--- src/rtl/redriver_map.svh ---
// offsets, field positions, reset values and timing figures of the redriver control
`ifndef REDRIVER_MAP_SVH
`define REDRIVER_MAP_SVH

// ****************************************************************
// clock and timing figures
// ****************************************************************
`define CLK_KHZ 100000
`define IDLE_TYP_MS 300
`define IDLE_MAX_MS 400
`define RECFG_MAX_MS 100
`define WAKE_SETTLE_MS 20
`define DET_PERIOD_MS 1
`define FILT_MS 1

// ****************************************************************
// register offsets and fields
// ****************************************************************
`define ADR_CTRL 8'h00
`define ADR_STATUS 8'h04
`define ADR_CONFIG 8'h08
`define CTRL_SLEEP_BIT 0
`define CTRL_RESET 1'b0
`define STAT_CE_BIT 6

// ****************************************************************
// level codes: gain in half dB, emphasis in half dB of attenuation
// ****************************************************************
`define GAIN_LL 5'h12
`define GAIN_LH 5'h06
`define GAIN_HL 5'h0c
`define GAIN_HH 5'h0f
`define EMPH_LL 5'h07
`define EMPH_LH 5'h00
`define EMPH_HL 5'h0e
`define EMPH_HH 5'h0a

`endif

--- src/rtl/redriver_pkg.sv ---
// types shared by the redriver control files
package redriver_pkg;

  typedef enum logic [1:0] {
    ST_DEEP = 2'b00,
    ST_WAKE = 2'b01,
    ST_SAVE = 2'b11,
    ST_ACTIVE = 2'b10
  } pwr_state_e;

  typedef logic [24:0] tmr_t;

  typedef struct packed {
    logic cyc;
    logic stb;
    logic we;
    logic [7:0] adr;
    logic [3:0] sel;
    logic [31:0] dat;
  } wb_req_s;

  typedef struct packed {
    logic ack;
    logic [31:0] dat;
  } wb_rsp_s;

  typedef struct packed {
    pwr_state_e st;
    logic chan_en;
    logic fwd;
    logic det_start;
    logic cm_hold;
    logic term_hiz;
    logic ready;
  } port_ctl_s;

  typedef struct packed {
    pwr_state_e st;
    logic conn;
    logic det_busy;
    tmr_t tmr;
    tmr_t det_tmr;
  } port_st_s;

  typedef struct packed {
    logic [1:0] gain_sel;
    logic [1:0] emph_sel;
  } grp_cfg_s;

  typedef struct packed {
    logic [4:0] gain_hdb;
    logic [4:0] emph_hdb;
  } grp_lvl_s;

endpackage

--- src/rtl/cfg_pin_filter.sv ---
// synchroniser and stability filter for the configuration strap pins
`timescale 1ns/1ns
`include "redriver_map.svh"
module cfg_pin_filter import redriver_pkg::*; #(
  parameter int unsigned FILT_CYCLES = `FILT_MS * `CLK_KHZ
) (
  // clock and reset
  input wire logic core_clk,
  input wire logic reset,
  // raw pins and accepted value
  input wire logic [7:0] pins,
  output logic [7:0] pins_q
);

  typedef struct packed {
    logic [7:0] s1;
    logic [7:0] s2;
    logic [7:0] s3;
    logic [7:0] held;
    tmr_t cnt;
  } filt_s;

  filt_s filt_reg;
  filt_s filt_next;

  // a new value is taken only after it stood unchanged for the whole window
  always_comb begin
    filt_next = filt_reg;
    filt_next.s1 = pins;
    filt_next.s2 = filt_reg.s1;
    filt_next.s3 = filt_reg.s2;
    if (filt_reg.s2 == filt_reg.held) begin
      filt_next.cnt = '0;
    end else if (filt_reg.s2 != filt_reg.s3) begin
      // first stage may be unsettled, so only later stages feed the window
      filt_next.cnt = '0;
    end else if (filt_reg.cnt == tmr_t'(FILT_CYCLES - 1)) begin
      filt_next.held = filt_reg.s2;
      filt_next.cnt = '0;
    end else begin
      filt_next.cnt = filt_reg.cnt + tmr_t'(1);
    end
  end

  always_ff @(posedge core_clk) begin
    if (reset) begin
      filt_reg <= '0;
    end else begin
      filt_reg <= filt_next;
    end
  end

  assign pins_q = filt_reg.held;
endmodule

--- src/rtl/setting_decode.sv ---
// decode of one group's gain and emphasis select pairs
`timescale 1ns/1ns
`include "redriver_map.svh"
module setting_decode import redriver_pkg::*; (
  // strap pairs in, levels out
  input wire grp_cfg_s cfg,
  output grp_lvl_s lvl
);

  always_comb begin
    case (cfg.gain_sel)
      2'b00: lvl.gain_hdb = `GAIN_LL;
      2'b01: lvl.gain_hdb = `GAIN_LH;
      2'b10: lvl.gain_hdb = `GAIN_HL;
      2'b11: lvl.gain_hdb = `GAIN_HH;
      default: lvl.gain_hdb = `GAIN_LL;
    endcase
    case (cfg.emph_sel)
      2'b00: lvl.emph_hdb = `EMPH_LL;
      2'b01: lvl.emph_hdb = `EMPH_LH;
      2'b10: lvl.emph_hdb = `EMPH_HL;
      2'b11: lvl.emph_hdb = `EMPH_HH;
      default: lvl.emph_hdb = `EMPH_LL;
    endcase
  end

endmodule

--- src/rtl/redriver_config_power_state.sv ---
// strap decode and per-port power state control of a dual port redriver
//
// Implementation choices: the register addresses and the Wishbone slave port.
`timescale 1ns/1ns
`include "redriver_map.svh"
module redriver_config_power_state import redriver_pkg::*; #(
  parameter int unsigned IDLE_CYCLES = `IDLE_TYP_MS * `CLK_KHZ,
  parameter int unsigned WAKE_CYCLES = `WAKE_SETTLE_MS * `CLK_KHZ,
  parameter int unsigned DET_CYCLES = `DET_PERIOD_MS * `CLK_KHZ,
  parameter int unsigned FILT_CYCLES = `FILT_MS * `CLK_KHZ
) (
  // clock and reset
  input wire logic core_clk,
  input wire logic reset,
  // register bus
  input wire wb_req_s wb_req,
  output wb_rsp_s wb_rsp,
  // chip enable
  input wire logic chip_en,
  // configuration straps
  input wire logic grp_a_gain_sel_lo,
  input wire logic grp_a_gain_sel_hi,
  input wire logic grp_a_emph_sel_lo,
  input wire logic grp_a_emph_sel_hi,
  input wire logic grp_b_gain_sel_lo,
  input wire logic grp_b_gain_sel_hi,
  input wire logic grp_b_emph_sel_lo,
  input wire logic grp_b_emph_sel_hi,
  // bus condition per port
  input wire logic [1:0] bus_active,
  input wire logic [1:0] det_done,
  input wire logic [1:0] det_found,
  // controls per port
  output port_ctl_s [1:0] port_ctl,
  // decoded levels
  output grp_lvl_s grp_a_lvl,
  output grp_lvl_s grp_b_lvl
);

  typedef struct packed {
    port_st_s [1:0] p;
    port_ctl_s [1:0] ctl;
    grp_lvl_s a_lvl;
    grp_lvl_s b_lvl;
    logic sleep;
    logic ce_seen;
    logic ack;
    logic [31:0] rdat;
  } top_s;

  top_s top_reg;
  top_s top_next;

  logic [7:0] cfg_q;
  grp_cfg_s [1:0] grp_cfg;
  grp_lvl_s [1:0] grp_lvl;
  logic awake;
  logic wb_hit;

  // ****************************************************************
  // strap filtering and decode
  // ****************************************************************

  cfg_pin_filter #(
    .FILT_CYCLES(FILT_CYCLES)
  ) u_filter (
    .core_clk(core_clk),
    .reset(reset),
    .pins({grp_a_gain_sel_hi, grp_a_gain_sel_lo,
           grp_a_emph_sel_hi, grp_a_emph_sel_lo,
           grp_b_gain_sel_hi, grp_b_gain_sel_lo,
           grp_b_emph_sel_hi, grp_b_emph_sel_lo}),
    .pins_q(cfg_q)
  );

  // group 0 is channel group A, group 1 is channel group B
  assign grp_cfg[0] = cfg_q[7:4];
  assign grp_cfg[1] = cfg_q[3:0];

  for (genvar g = 0; g < 2; g++) begin : g_dec
    setting_decode u_dec (
      .cfg(grp_cfg[g]),
      .lvl(grp_lvl[g])
    );
  end

  // ****************************************************************
  // next state
  // ****************************************************************

  // chip enable is the only wake source besides the software sleep bit
  assign awake = chip_en & ~top_reg.sleep;
  assign wb_hit = wb_req.cyc & wb_req.stb & ~top_reg.ack;

  always_comb begin
    top_next = top_reg;
    top_next.a_lvl = grp_lvl[0];
    top_next.b_lvl = grp_lvl[1];
    top_next.ce_seen = chip_en;
    for (int i = 0; i < 2; i++) begin
      top_next.ctl[i].det_start = 1'b0;
      // only squelch, detect, enable, the sleep bit and the timers feed the choice of state
      case (top_reg.p[i].st)
        ST_DEEP: begin
          top_next.p[i].tmr = '0;
          top_next.p[i].conn = 1'b0;
          if (awake) begin
            top_next.p[i].st = ST_WAKE;
          end
        end
        ST_WAKE: begin
          // bias settling; readiness is withheld the whole time
          if (top_reg.p[i].tmr == tmr_t'(WAKE_CYCLES - 1)) begin
            top_next.p[i].st = ST_SAVE;
            top_next.p[i].tmr = '0;
            top_next.p[i].det_tmr = '0;
          end else begin
            top_next.p[i].tmr = top_reg.p[i].tmr + tmr_t'(1);
          end
        end
        ST_SAVE: begin
          if (top_reg.p[i].det_busy) begin
            if (det_done[i]) begin
              top_next.p[i].det_busy = 1'b0;
              top_next.p[i].conn = det_found[i];
            end
          end else if (top_reg.p[i].det_tmr ==
                       tmr_t'(DET_CYCLES - 1)) begin
            top_next.p[i].det_tmr = '0;
            top_next.p[i].det_busy = 1'b1;
            top_next.ctl[i].det_start = 1'b1;
          end else begin
            top_next.p[i].det_tmr = top_reg.p[i].det_tmr + tmr_t'(1);
          end
          if (top_reg.p[i].conn && bus_active[i]) begin
            top_next.p[i].st = ST_ACTIVE;
            top_next.p[i].tmr = '0;
            top_next.p[i].det_busy = 1'b0;
            top_next.ctl[i].det_start = 1'b0;
          end
        end
        ST_ACTIVE: begin
          if (bus_active[i]) begin
            top_next.p[i].tmr = '0;
          end else if (top_reg.p[i].tmr == tmr_t'(IDLE_CYCLES - 1)) begin
            top_next.p[i].st = ST_SAVE;
            top_next.p[i].tmr = '0;
            top_next.p[i].det_tmr = '0;
          end else begin
            top_next.p[i].tmr = top_reg.p[i].tmr + tmr_t'(1);
          end
        end
        default: begin
          top_next.p[i].st = ST_DEEP;
        end
      endcase
      if (!awake) begin
        top_next.p[i].st = ST_DEEP;
        top_next.p[i].conn = 1'b0;
        top_next.p[i].det_busy = 1'b0;
        top_next.p[i].tmr = '0;
        top_next.p[i].det_tmr = '0;
        top_next.ctl[i].det_start = 1'b0;
      end
      // outputs follow the state being entered, so they change with it
      top_next.ctl[i].st = top_next.p[i].st;
      top_next.ctl[i].chan_en = (top_next.p[i].st == ST_SAVE) ||
                                (top_next.p[i].st == ST_ACTIVE);
      top_next.ctl[i].fwd = (top_next.p[i].st == ST_ACTIVE);
      top_next.ctl[i].ready = (top_next.p[i].st == ST_ACTIVE);
      top_next.ctl[i].cm_hold = (top_next.p[i].st == ST_ACTIVE) ||
        ((top_next.p[i].st == ST_SAVE) && top_next.p[i].conn);
      // terminations stay floated until the bias has settled
      top_next.ctl[i].term_hiz = (top_next.p[i].st == ST_DEEP) ||
                                 (top_next.p[i].st == ST_WAKE);
    end

    // ****************************************************************
    // register bus slave
    // ****************************************************************
    top_next.ack = wb_hit;
    if (wb_hit && wb_req.we && wb_req.sel[0] &&
        (wb_req.adr == `ADR_CTRL)) begin
      top_next.sleep = wb_req.dat[`CTRL_SLEEP_BIT];
    end
    top_next.rdat = '0;
    if (wb_hit && !wb_req.we) begin
      case (wb_req.adr)
        `ADR_CTRL: begin
          top_next.rdat[`CTRL_SLEEP_BIT] = top_reg.sleep;
        end
        `ADR_STATUS: begin
          top_next.rdat[1:0] = top_reg.p[0].st;
          top_next.rdat[3:2] = top_reg.p[1].st;
          top_next.rdat[4] = top_reg.p[0].conn;
          top_next.rdat[5] = top_reg.p[1].conn;
          top_next.rdat[`STAT_CE_BIT] = top_reg.ce_seen;
        end
        `ADR_CONFIG: begin
          top_next.rdat[9:0] = top_reg.a_lvl;
          top_next.rdat[19:10] = top_reg.b_lvl;
          top_next.rdat[27:20] = cfg_q;
        end
        default: begin
          top_next.rdat = '0;
        end
      endcase
    end
  end

  always_ff @(posedge core_clk) begin
    if (reset) begin
      top_reg <= '0;
      top_reg.sleep <= `CTRL_RESET;
      for (int i = 0; i < 2; i++) begin
        top_reg.ctl[i].term_hiz <= 1'b1;
      end
    end else begin
      top_reg <= top_next;
    end
  end

  assign port_ctl = top_reg.ctl;
  assign grp_a_lvl = top_reg.a_lvl;
  assign grp_b_lvl = top_reg.b_lvl;
  assign wb_rsp.ack = top_reg.ack;
  assign wb_rsp.dat = top_reg.rdat;

  for (genvar i = 0; i < 2; i++) begin : g_chk

  end
endmodule

--- config.mk ---
export PLATFORM = sky130hd
export DESIGN_NAME = redriver_config_power_state
export DESIGN_NICKNAME = d
export VERILOG_FILES = /design/src/rtl/redriver_pkg.sv /design/src/rtl/cfg_pin_filter.sv /design/src/rtl/setting_decode.sv /design/src/rtl/redriver_config_power_state.sv
export VERILOG_INCLUDE_DIRS = /design/src /design/src/rtl
export SDC_FILE = /design/constraint.sdc
export NUM_CORES = 1
export LEC_CHECK = 0
export ABC_CLOCK_PERIOD_IN_PS = 4500
export BUFFER_PORTS_ARGS = -buffer_cell sky130_fd_sc_hd__buf_2
export CAP_MARGIN = 20
export CORE_MARGIN = 2
export CORE_UTILIZATION = 33
export DETAILED_ROUTE_END_ITERATION = 8
export PLACE_DENSITY_LB_ADDON = 0.1
export REMOVE_ABC_BUFFERS = 1
export SLEW_MARGIN = 20
export SYNTH_ARGS = -nofsm -noshare
export SYNTH_HDL_FRONTEND = slang
export SYNTH_SLANG_ARGS = --single-unit
--- constraint.sdc ---
create_clock -name core_clk -period 4.5 [get_ports core_clk]
set_input_delay 0.9 -clock core_clk [delete_from_list [all_inputs] [get_ports core_clk]]
set_output_delay 0.9 -clock core_clk [all_outputs]
set_load 0.01 [all_outputs]
* Yosys cells after proc, flatten, opt, wreduce, memory -nomap -nowiden
Cells that the tools add are included.
** Storage, ports and cells
- Flip-flop bits (word level) :: 230
- Output and inout port bits :: 69
** Cells by class
- Equality and inequality tests :: 45
- Multiplexer cells :: 52
- $add $sub $neg :: 5
- Bitwise operators :: 12
- Reduce and logical (&&, ||, !) cells :: 35
** Operators with widths (number)
- $mux W25 :: 16
- $pmux W25 S4 :: 2
- $pmux W25 S3 :: 2
- $add A25 B1 Y25 const B :: 5
- $mux W54 :: 2
- $pmux W5 S4 :: 4
- $eq A25 B17 Y1 const B :: 3
- $mux W26 :: 2
- $eq A25 B21 Y1 const B :: 2
- $eq A25 B25 Y1 const B :: 2
- $eq A2 B2 Y1 const B :: 16
- $mux W2 :: 10
- $ne A2 B2 Y1 const B :: 10
- $eq A2 B1 Y1 const B :: 8
- $logic_not A2 Y1 :: 8
- $pmux W2 S4 :: 2
- $pmux W6 S2 :: 1
- $reduce_and A5 Y1 :: 2
- $reduce_or A5 Y1 :: 2
- $not A1 Y1 :: 9
- $eq A8 B3 Y1 const B :: 1
- $eq A8 B4 Y1 const B :: 1
- $eq A8 B8 Y1 :: 1
- $logic_and A1 B1 Y1 :: 8
- other kinds (13) :: 30

* Logic depth before layout (Yosys ltp)
Gate-level depths: netlist of the first run.
- Depth after elaboration :: 9
- Gate-level depth with buffers :: 8
- Depth with buffers taken out :: 7

* Hierarchy
A second synthesis of the first run with hierarchy kept.
** Second synthesis, totals
- Cell total of the unflattened synthesis :: 1228
- Area, all modules :: 10595.2 um^2
** By module, submodules not included
- redriver_config_power_state :: area each 8149.1 um^2, cells an instance 971, seq. area each 3383.2 um^2, instances 1
- cfg_pin_filter :: area each 2333.5 um^2, cells an instance 235, seq. area each 1141.1 um^2, instances 1
- setting_decode :: area each 56.3 um^2, cells an instance 11, seq. area each 0.0 um^2, instances 2

* Worst setup path before layout of the first run
No wires, ideal clock.
- Path type :: input to register
- Start :: in wb_req[41] (netlist name)
- End :: reg top_reg (netlist bit wb_rsp[2])
- Data required time :: 4.439 ns
- Path slack :: 1.958 ns
- Arrival :: 2.481 ns
- Setup time :: 0.061 ns
- Buffers on the path :: 2
- Stages :: 7
- Path through :: nor4_1 > nand2_1 > or4_1 > clkbuf_1 > nor3_1 > clkbuf_1 > a22o_1
** Between the ends
- Word-level cells in the longest chain between the ends :: 2
- Elaborated cells between the ends (all ways) :: 3
- Classes of those cells :: eq/ne (2); mux (1)
** RTL lines
- start, declared :: RTL line redriver_config_power_state.sv:16 : input wire wb_req_s wb_req,
- $eq A8 B4 Y1 / $eq A8 B3 Y1 (equally long branches) :: RTL line redriver_config_power_state.sv:188 : case (wb_req.adr)
- $pmux W6 S2 * :: RTL line redriver_config_power_state.sv:188
- end signal, assigned :: RTL line redriver_config_power_state.sv:219 : top_reg <= top_next;
- end, declared :: RTL line redriver_config_power_state.sv:51 : top_s top_reg;
Every way passes the cells marked *; elsewhere a longest branch is shown, timed or not.
A chain may end at the register's enable or synchronous reset.

* Final worst setup path of the first run
- Start :: reg top_reg[96] (netlist name)
- End :: reg top_reg[77] (netlist name)
** Between the ends
- Word-level cells in the longest chain between the ends :: 3
- Elaborated cells between the ends (all ways) :: 5
- Classes of those cells :: eq/ne (4); reduce/logical (1)
** RTL lines (RTL line)
- $eq A25 B25 Y1 / $eq A25 B21 Y1 (equally long branches) :: redriver_config_power_state.sv:145, redriver_config_power_state.sv:113
- $ne A2 B2 Y1 (no line)
- $reduce_and A5 Y1 (no line) *
Marked as above.

==> results.ini, run 1 <==
[logic_synthesis]
ys_types = 60
yosysSeqAreaShare = 0.432
synth_ff_type = dfxtp_1
ys_warn_count = 0
synth_seq_cells = 223
synth_most_common_cell = dfxtp_1
syn_area_per_cell_sq_um = 8.49
synth-edff-count = 0
synth_commonest_cells = dfxtp_1, nor2_1, nand2_1
synthCells = 1218
synth_area_leaders = dfxtp_1, buf_4, nor2_1
mappedNetlistArea_sq_um = 10300
ys_async_sr_fraction = 0
synth_top_area_frac = 0.432
synth_area_leader_cell = dfxtp_1

[timing]
layout_min_cycle_time_ns = 3.16
fin_worst_skew_ns = 0.0246
worst_pin_slew_ns = 1.03
drv_slew = 0
rsz0062_at_grt = no
maxSlewHeadroom = 0.308
fin_crit_sh = 0.703
fin_ws_ns = 1.34
setup_viol_count_final = 0
fmax_ghz = 0.316
hold_viol_final = 0
final.setup.tns_ns = 0

[global_route]
grt_pass1_wl_um = 42600
grt_max_degree = 29
grt_usage = 0.156
grt_pass1_vias = 7986
grt_antenna_before_repair = 1
grt-ovfl-total = 0

[worst_setup_path]
worstPathMaxFanout = 12
cp.arrival_ns = 3.63
cp.required_ns = 4.97
crit_type = reg2reg
cp-start-kind = flop
end_kind = flop

[floorplan]
start_util = 0.336
die-height_um = 181
rows = 64
die_x_um = 181
core-area_sq_um = 30700
ioPinCount = 133
die-area_sq_um = 32800

[final_layout]
largest_reg_flops = 106
area_delta_synth_final_pct = 12.7
drive_above_1_share = 0.135
final_util = 0.379
n_fill_cell = 3197
final_nets = 1320
final_cell_area_sq_um = 11700

[route]
drtIter0Drc = 468
post-route-drc-count = 0
dr.pass1.iters = 5
routed_wl_um = 25700
vias_per_cell = 5.12
num_vias = 8489
ant_nets = 0
wl_per_cell_um = 15.5

[cts]
clock_latency_ns = 0.55
cts_hold_buf = 0
cts_htree_levels = 1
ctsRootBufferMaster = clkbuf_16
cts_made_buffers = 28
cts_resized = 0
post_cts_buffers = 0
cts_sinks = 223
cts_buffer_depth = 3
cts_tree = built
clk_pin_slew_ns = 0.06

[power]
ir_drop_mv = 0.277
p_leak_nw = 4.20
powerDensity_nw_per_um2 = 369

[placed_design]
dpl-instance-area_sq_um = 10800
place_worst_setup_slack_ns = 1.30
post-dp-hpwl_um = 18100
place.gp.congestion = 0.810
port_buffers = 91

[outcome]
status = completed

[min_path]
hp-class = reg2reg

[job]
maxCapViolCount = 0

-- through the flow --
stage / hold slack (ns) / cells / power (mW)
floorplan: 0.414 / 1104 / 2.10
global placement: 0.417 / 1609 / 2.17
detailed placement: 0.425 / 1609 / 2.17
CTS: 0.439 / 1658 / 4.39
global route: 0.451 / 1658 / 4.49
finish: 0.435 / 1659 / 4.30
-- per-layer routing --
metal | track usage | up-vias | routed length [um] | part of all wire
li1 | - | 4300 | - | -
met1 | 0.213 | 4021 | 12500 | 0.48
met2 | 0.257 | 132 | 11800 | 0.46
met3 | 0.0264 | 36 | 941 | 0.037
met4 | 0.0384 | 0 | 571 | 0.022
met5 | 0 | - | 0 | 0
-- worst max-delay path: stages, from the launching register on --
cell      delay (ns)
dfxtp_1         0.38
ha_1            0.23
nor4bb_1        0.31
nand3_1         0.22
o31ai_1         0.48
nand4_1         0.53
or4b_2          0.77
a21oi_1         0.15
-- cell families after synthesis --
group                      after synthesis  synth area share
adders and majority gates               13            0.0157
AOI/OAI and AO/OA                      194             0.114
other                                    1          0.000362
DFF                                    223             0.432
muxes                                   17            0.0166
xor gates and xnor gates                63            0.0533
and+or+nand+nor                        563             0.291
buffers and inverters                  144            0.0774
-- placed cells by master, fill, tap and decap left out, types with 9 or more instances in the layout --
cell and n:
nand2_1 93, buf_2 91, o21ai_0 54, a31oi_1 22, nor3_1 26, and2_1 32
xor2_1 41, nor2_1 130, and4_1 15, and3_1 14, or4_1 12, a21oi_1 59
dfxtp_1 223, xnor2_1 22, nand4_1 36, o31ai_1 9, ha_1 13, nor2b_1 29
nor4_1 28, inv_1 24, buf_4 18, clkbuf_16 28, mux2i_1 16, o211ai_1 10
nand3_1 72, clkbuf_1 9, or3_1 17
-- where the power goes --
part	total, mW	switching [mW]	internal, mW
Combinational	0.119	0.0781	0.0413
Clock	2.18	0.847	1.33
Sequential	2.00	0.0112	1.99
Total	4.30	0.936	3.36
-- worst paths after layout --
path,start,cells past startpoint,slack [ns],end
min reg2reg,u_filter.filt_next[46],1,0.43,u_filter.filt_next[38]
max,top_reg[96],7,1.34,top_reg[77]
max reg2reg,top_reg[96],7,1.34,top_reg[77]
min,u_filter.filt_next[46],1,0.43,u_filter.filt_next[38]
-- cell type report --
type / count / area, sq um / share of cell area
well taps: 396 / 495 / 0.0425
diodes: 1 / 2.50 / 0.000215
clock inverters: 4 / 62.6 / 0.00537
inverters: 24 / 90.1 / 0.00773
flip-flops and latches: 223 / 4460 / 0.383
repair buffers: 109 / 591 / 0.0506
multi-input cells: 857 / 5110 / 0.438
clock buffers: 45 / 845 / 0.0724
Note: power is estimated with default switching activity, not from simulation.
==> run 2: changes to the inputs <==
--- a/config.mk
+++ b/config.mk
@@ -6,7 +6,7 @@
 export SDC_FILE = /design/constraint.sdc
 export NUM_CORES = 1
 export LEC_CHECK = 0
-export ABC_CLOCK_PERIOD_IN_PS = 4500
+export ABC_CLOCK_PERIOD_IN_PS = 2650
 export BUFFER_PORTS_ARGS = -buffer_cell sky130_fd_sc_hd__buf_2
 export CAP_MARGIN = 20
 export CORE_MARGIN = 2
==> constraint.sdc (replaced) <==
create_clock -name core_clk -period 2.65 [get_ports core_clk]
set_input_delay 0.53 -clock core_clk [delete_from_list [all_inputs] [get_ports core_clk]]
set_output_delay 0.53 -clock core_clk [all_outputs]
set_load 0.01 [all_outputs]
==> run 2 against run 1 <==
  * Cell area is 4.8% higher
  * Non-clock buffer count up 66
  * Setup slack worse by 1.3 ns
  * Sequential power increased by 70%
  * Flip-flop and latch count unchanged
  * Core utilization is 1.8 points higher
  * Clock power is 67% higher
  * Global-route usage is 0.22 points higher
  * Hold slack got worse by 0.24 ns
  * Wire length grew 4.2%
  * Via count up 2.7%
  * Die area did not move
  * Critical path type unchanged
==> results.ini, run 2 (synthesis gave the netlist of run 1 again) <==
[outcome]
status = completed

[power]
powerDensity_nw_per_um2 = 594
p_leak_nw = 4.54
p_total_mw = 7.26
ir_drop_mv = 0.427

[floorplan]
die-area_sq_um = 32800
start_util = 0.336
ioPinCount = 133
rows = 64
core-area_sq_um = 30700
die-height_um = 181
die_x_um = 181

[worst_setup_path]
worstPathMaxFanout = 3
rrSetupSlack_ns = 0.05
end_kind = flop
cp.required_ns = 3.11
cp.arrival_ns = 3.06
cp-start-kind = flop
crit_type = reg2reg

[final_layout]
final_util = 0.398
largest_reg_flops = 106
final_nets = 1384
stdcell_count = 1724
final_common_cell = dfxtp_1
final_cell_mix = dfxtp_1, nor2_1, nand2_1, buf_2, buf_4
n_fill_cell = 3175
area_delta_synth_final_pct = 18.2
drive_above_1_share = 0.189

[global_route]
grt_antenna_before_repair = 2
grt_usage = 0.159
grt_pass1_wl_um = 43100
grt_max_degree = 38
grt_pass1_vias = 7942
grt-ovfl-total = 0

[placed_design]
port_buffers = 91
place.gp.congestion = 0.784
post-dp-hpwl_um = 18800
place_worst_setup_slack_ns = -0.00413
dp_cells = 1670

[route]
dr.pass1.iters = 5
post-route-drc-count = 0
vias_per_cell = 5.06
routed_wl_um = 26800
num_vias = 8722
wl_per_cell_um = 15.5
ant_nets = 0
drtIter0Drc = 407

[cts]
clk_pin_slew_ns = 0.06
cts_htree_levels = 1
cts_buffer_depth = 3
cts_made_buffers = 26
cts_tree = built
ctsRootBufferMaster = clkbuf_16
clock_latency_ns = 0.55
cts_hold_buf = 0
cts_sinks = 223

[timing]
fin_crit_sh = 0.981
final.setup.tns_ns = 0
fmax_ghz = 0.385
setup_viol_count_final = 0
maxSlewHeadroom = 0.359
layout_min_cycle_time_ns = 2.60
drv_slew = 0
hold_viol_final = 0
rsz0062_at_grt = yes
fin_worst_skew_ns = 0.0307
fin_ws_ns = 0.0498
worst_pin_slew_ns = 0.957

[job]
maxCapViolCount = 0

[min_path]
hp-class = in2reg

[run 2: cell count changes in the layout (fill, tap and decap cells not counted), moves of 3 or more]
cell | previous run | this run
buf_4 | 18 | 78
buf_6 | 0 | 4
nand3_1 | 72 | 69
nand3_2 | 0 | 3
[run 2: worst paths after layout]
kind | from | to | cells past startpoint
setup / recovery | top_reg[160] | top_reg[133] | 7
hold / removal | grp_a_gain_sel_lo | u_filter.filt_next[47] | 2
setup reg to reg | top_reg[160] | top_reg[133] | 7
hold reg to reg | u_filter.filt_next[41] | u_filter.filt_next[33] | 1
[run 2: power by group]
part           leakage (nW)  internal (mW)  switching, mW
combinational          2.31         0.0815          0.140
sequential             1.80           3.38         0.0181
clock                 0.426           2.20           1.45
[run 2: layout make-up]
cell class	count	area (sq um)	area share
Multi-Input combinational cell	857	5180	0.424
Clock inverter	7	98.8	0.00809
Inverter	24	90.1	0.00737
Antenna cell	2	5.00	0.000409
Timing Repair Buffer	175	1110	0.0909
Clock buffer	40	773	0.0633
Sequential cell	223	4470	0.365
Tap cell	396	495	0.0405
[run 2: through the flow]
step / instance area, sq um / hold slack [ns]
finish: 12200 / 0.191
global route: 12200 / 0.167
CTS: 12100 / 0.165
detailed placement: 11200 / 0.424
global placement: 11200 / 0.416
floorplan: 9660 / 0.414
[run 2: timing repair]
| action | CTS | global route |
|---|---|---|
| buffers inserted | 1 | 3 |
| gates cloned | 0 | 1 |
| setup endpoints to repair | 2 | 40 |
| resized for setup | 0 | 22 |
| pin swaps | 2 | 10 |
[run 2: worst max-delay path, cell delays in order, from the launching register on]
cell and delay [ns]:
dfxtp_2 0.31, or4b_4 0.52, or4_4 0.54, o31ai_4 0.23, nand4_2 0.19, buf_6 0.17
or4b_4 0.47, a21oi_2 0.12
[run 2: per-layer routing]
| layer | GRT usage | vias to the layer above | part of all wire |
|---|---|---|---|
| met3 | 0.0284 | 29 | 0.045 |
| li1 | - | 4435 | - |
| met4 | 0.0341 | 0 | 0.017 |
| met1 | 0.216 | 4107 | 0.47 |
| met2 | 0.262 | 151 | 0.46 |
| met5 | 0 | - | 0 |
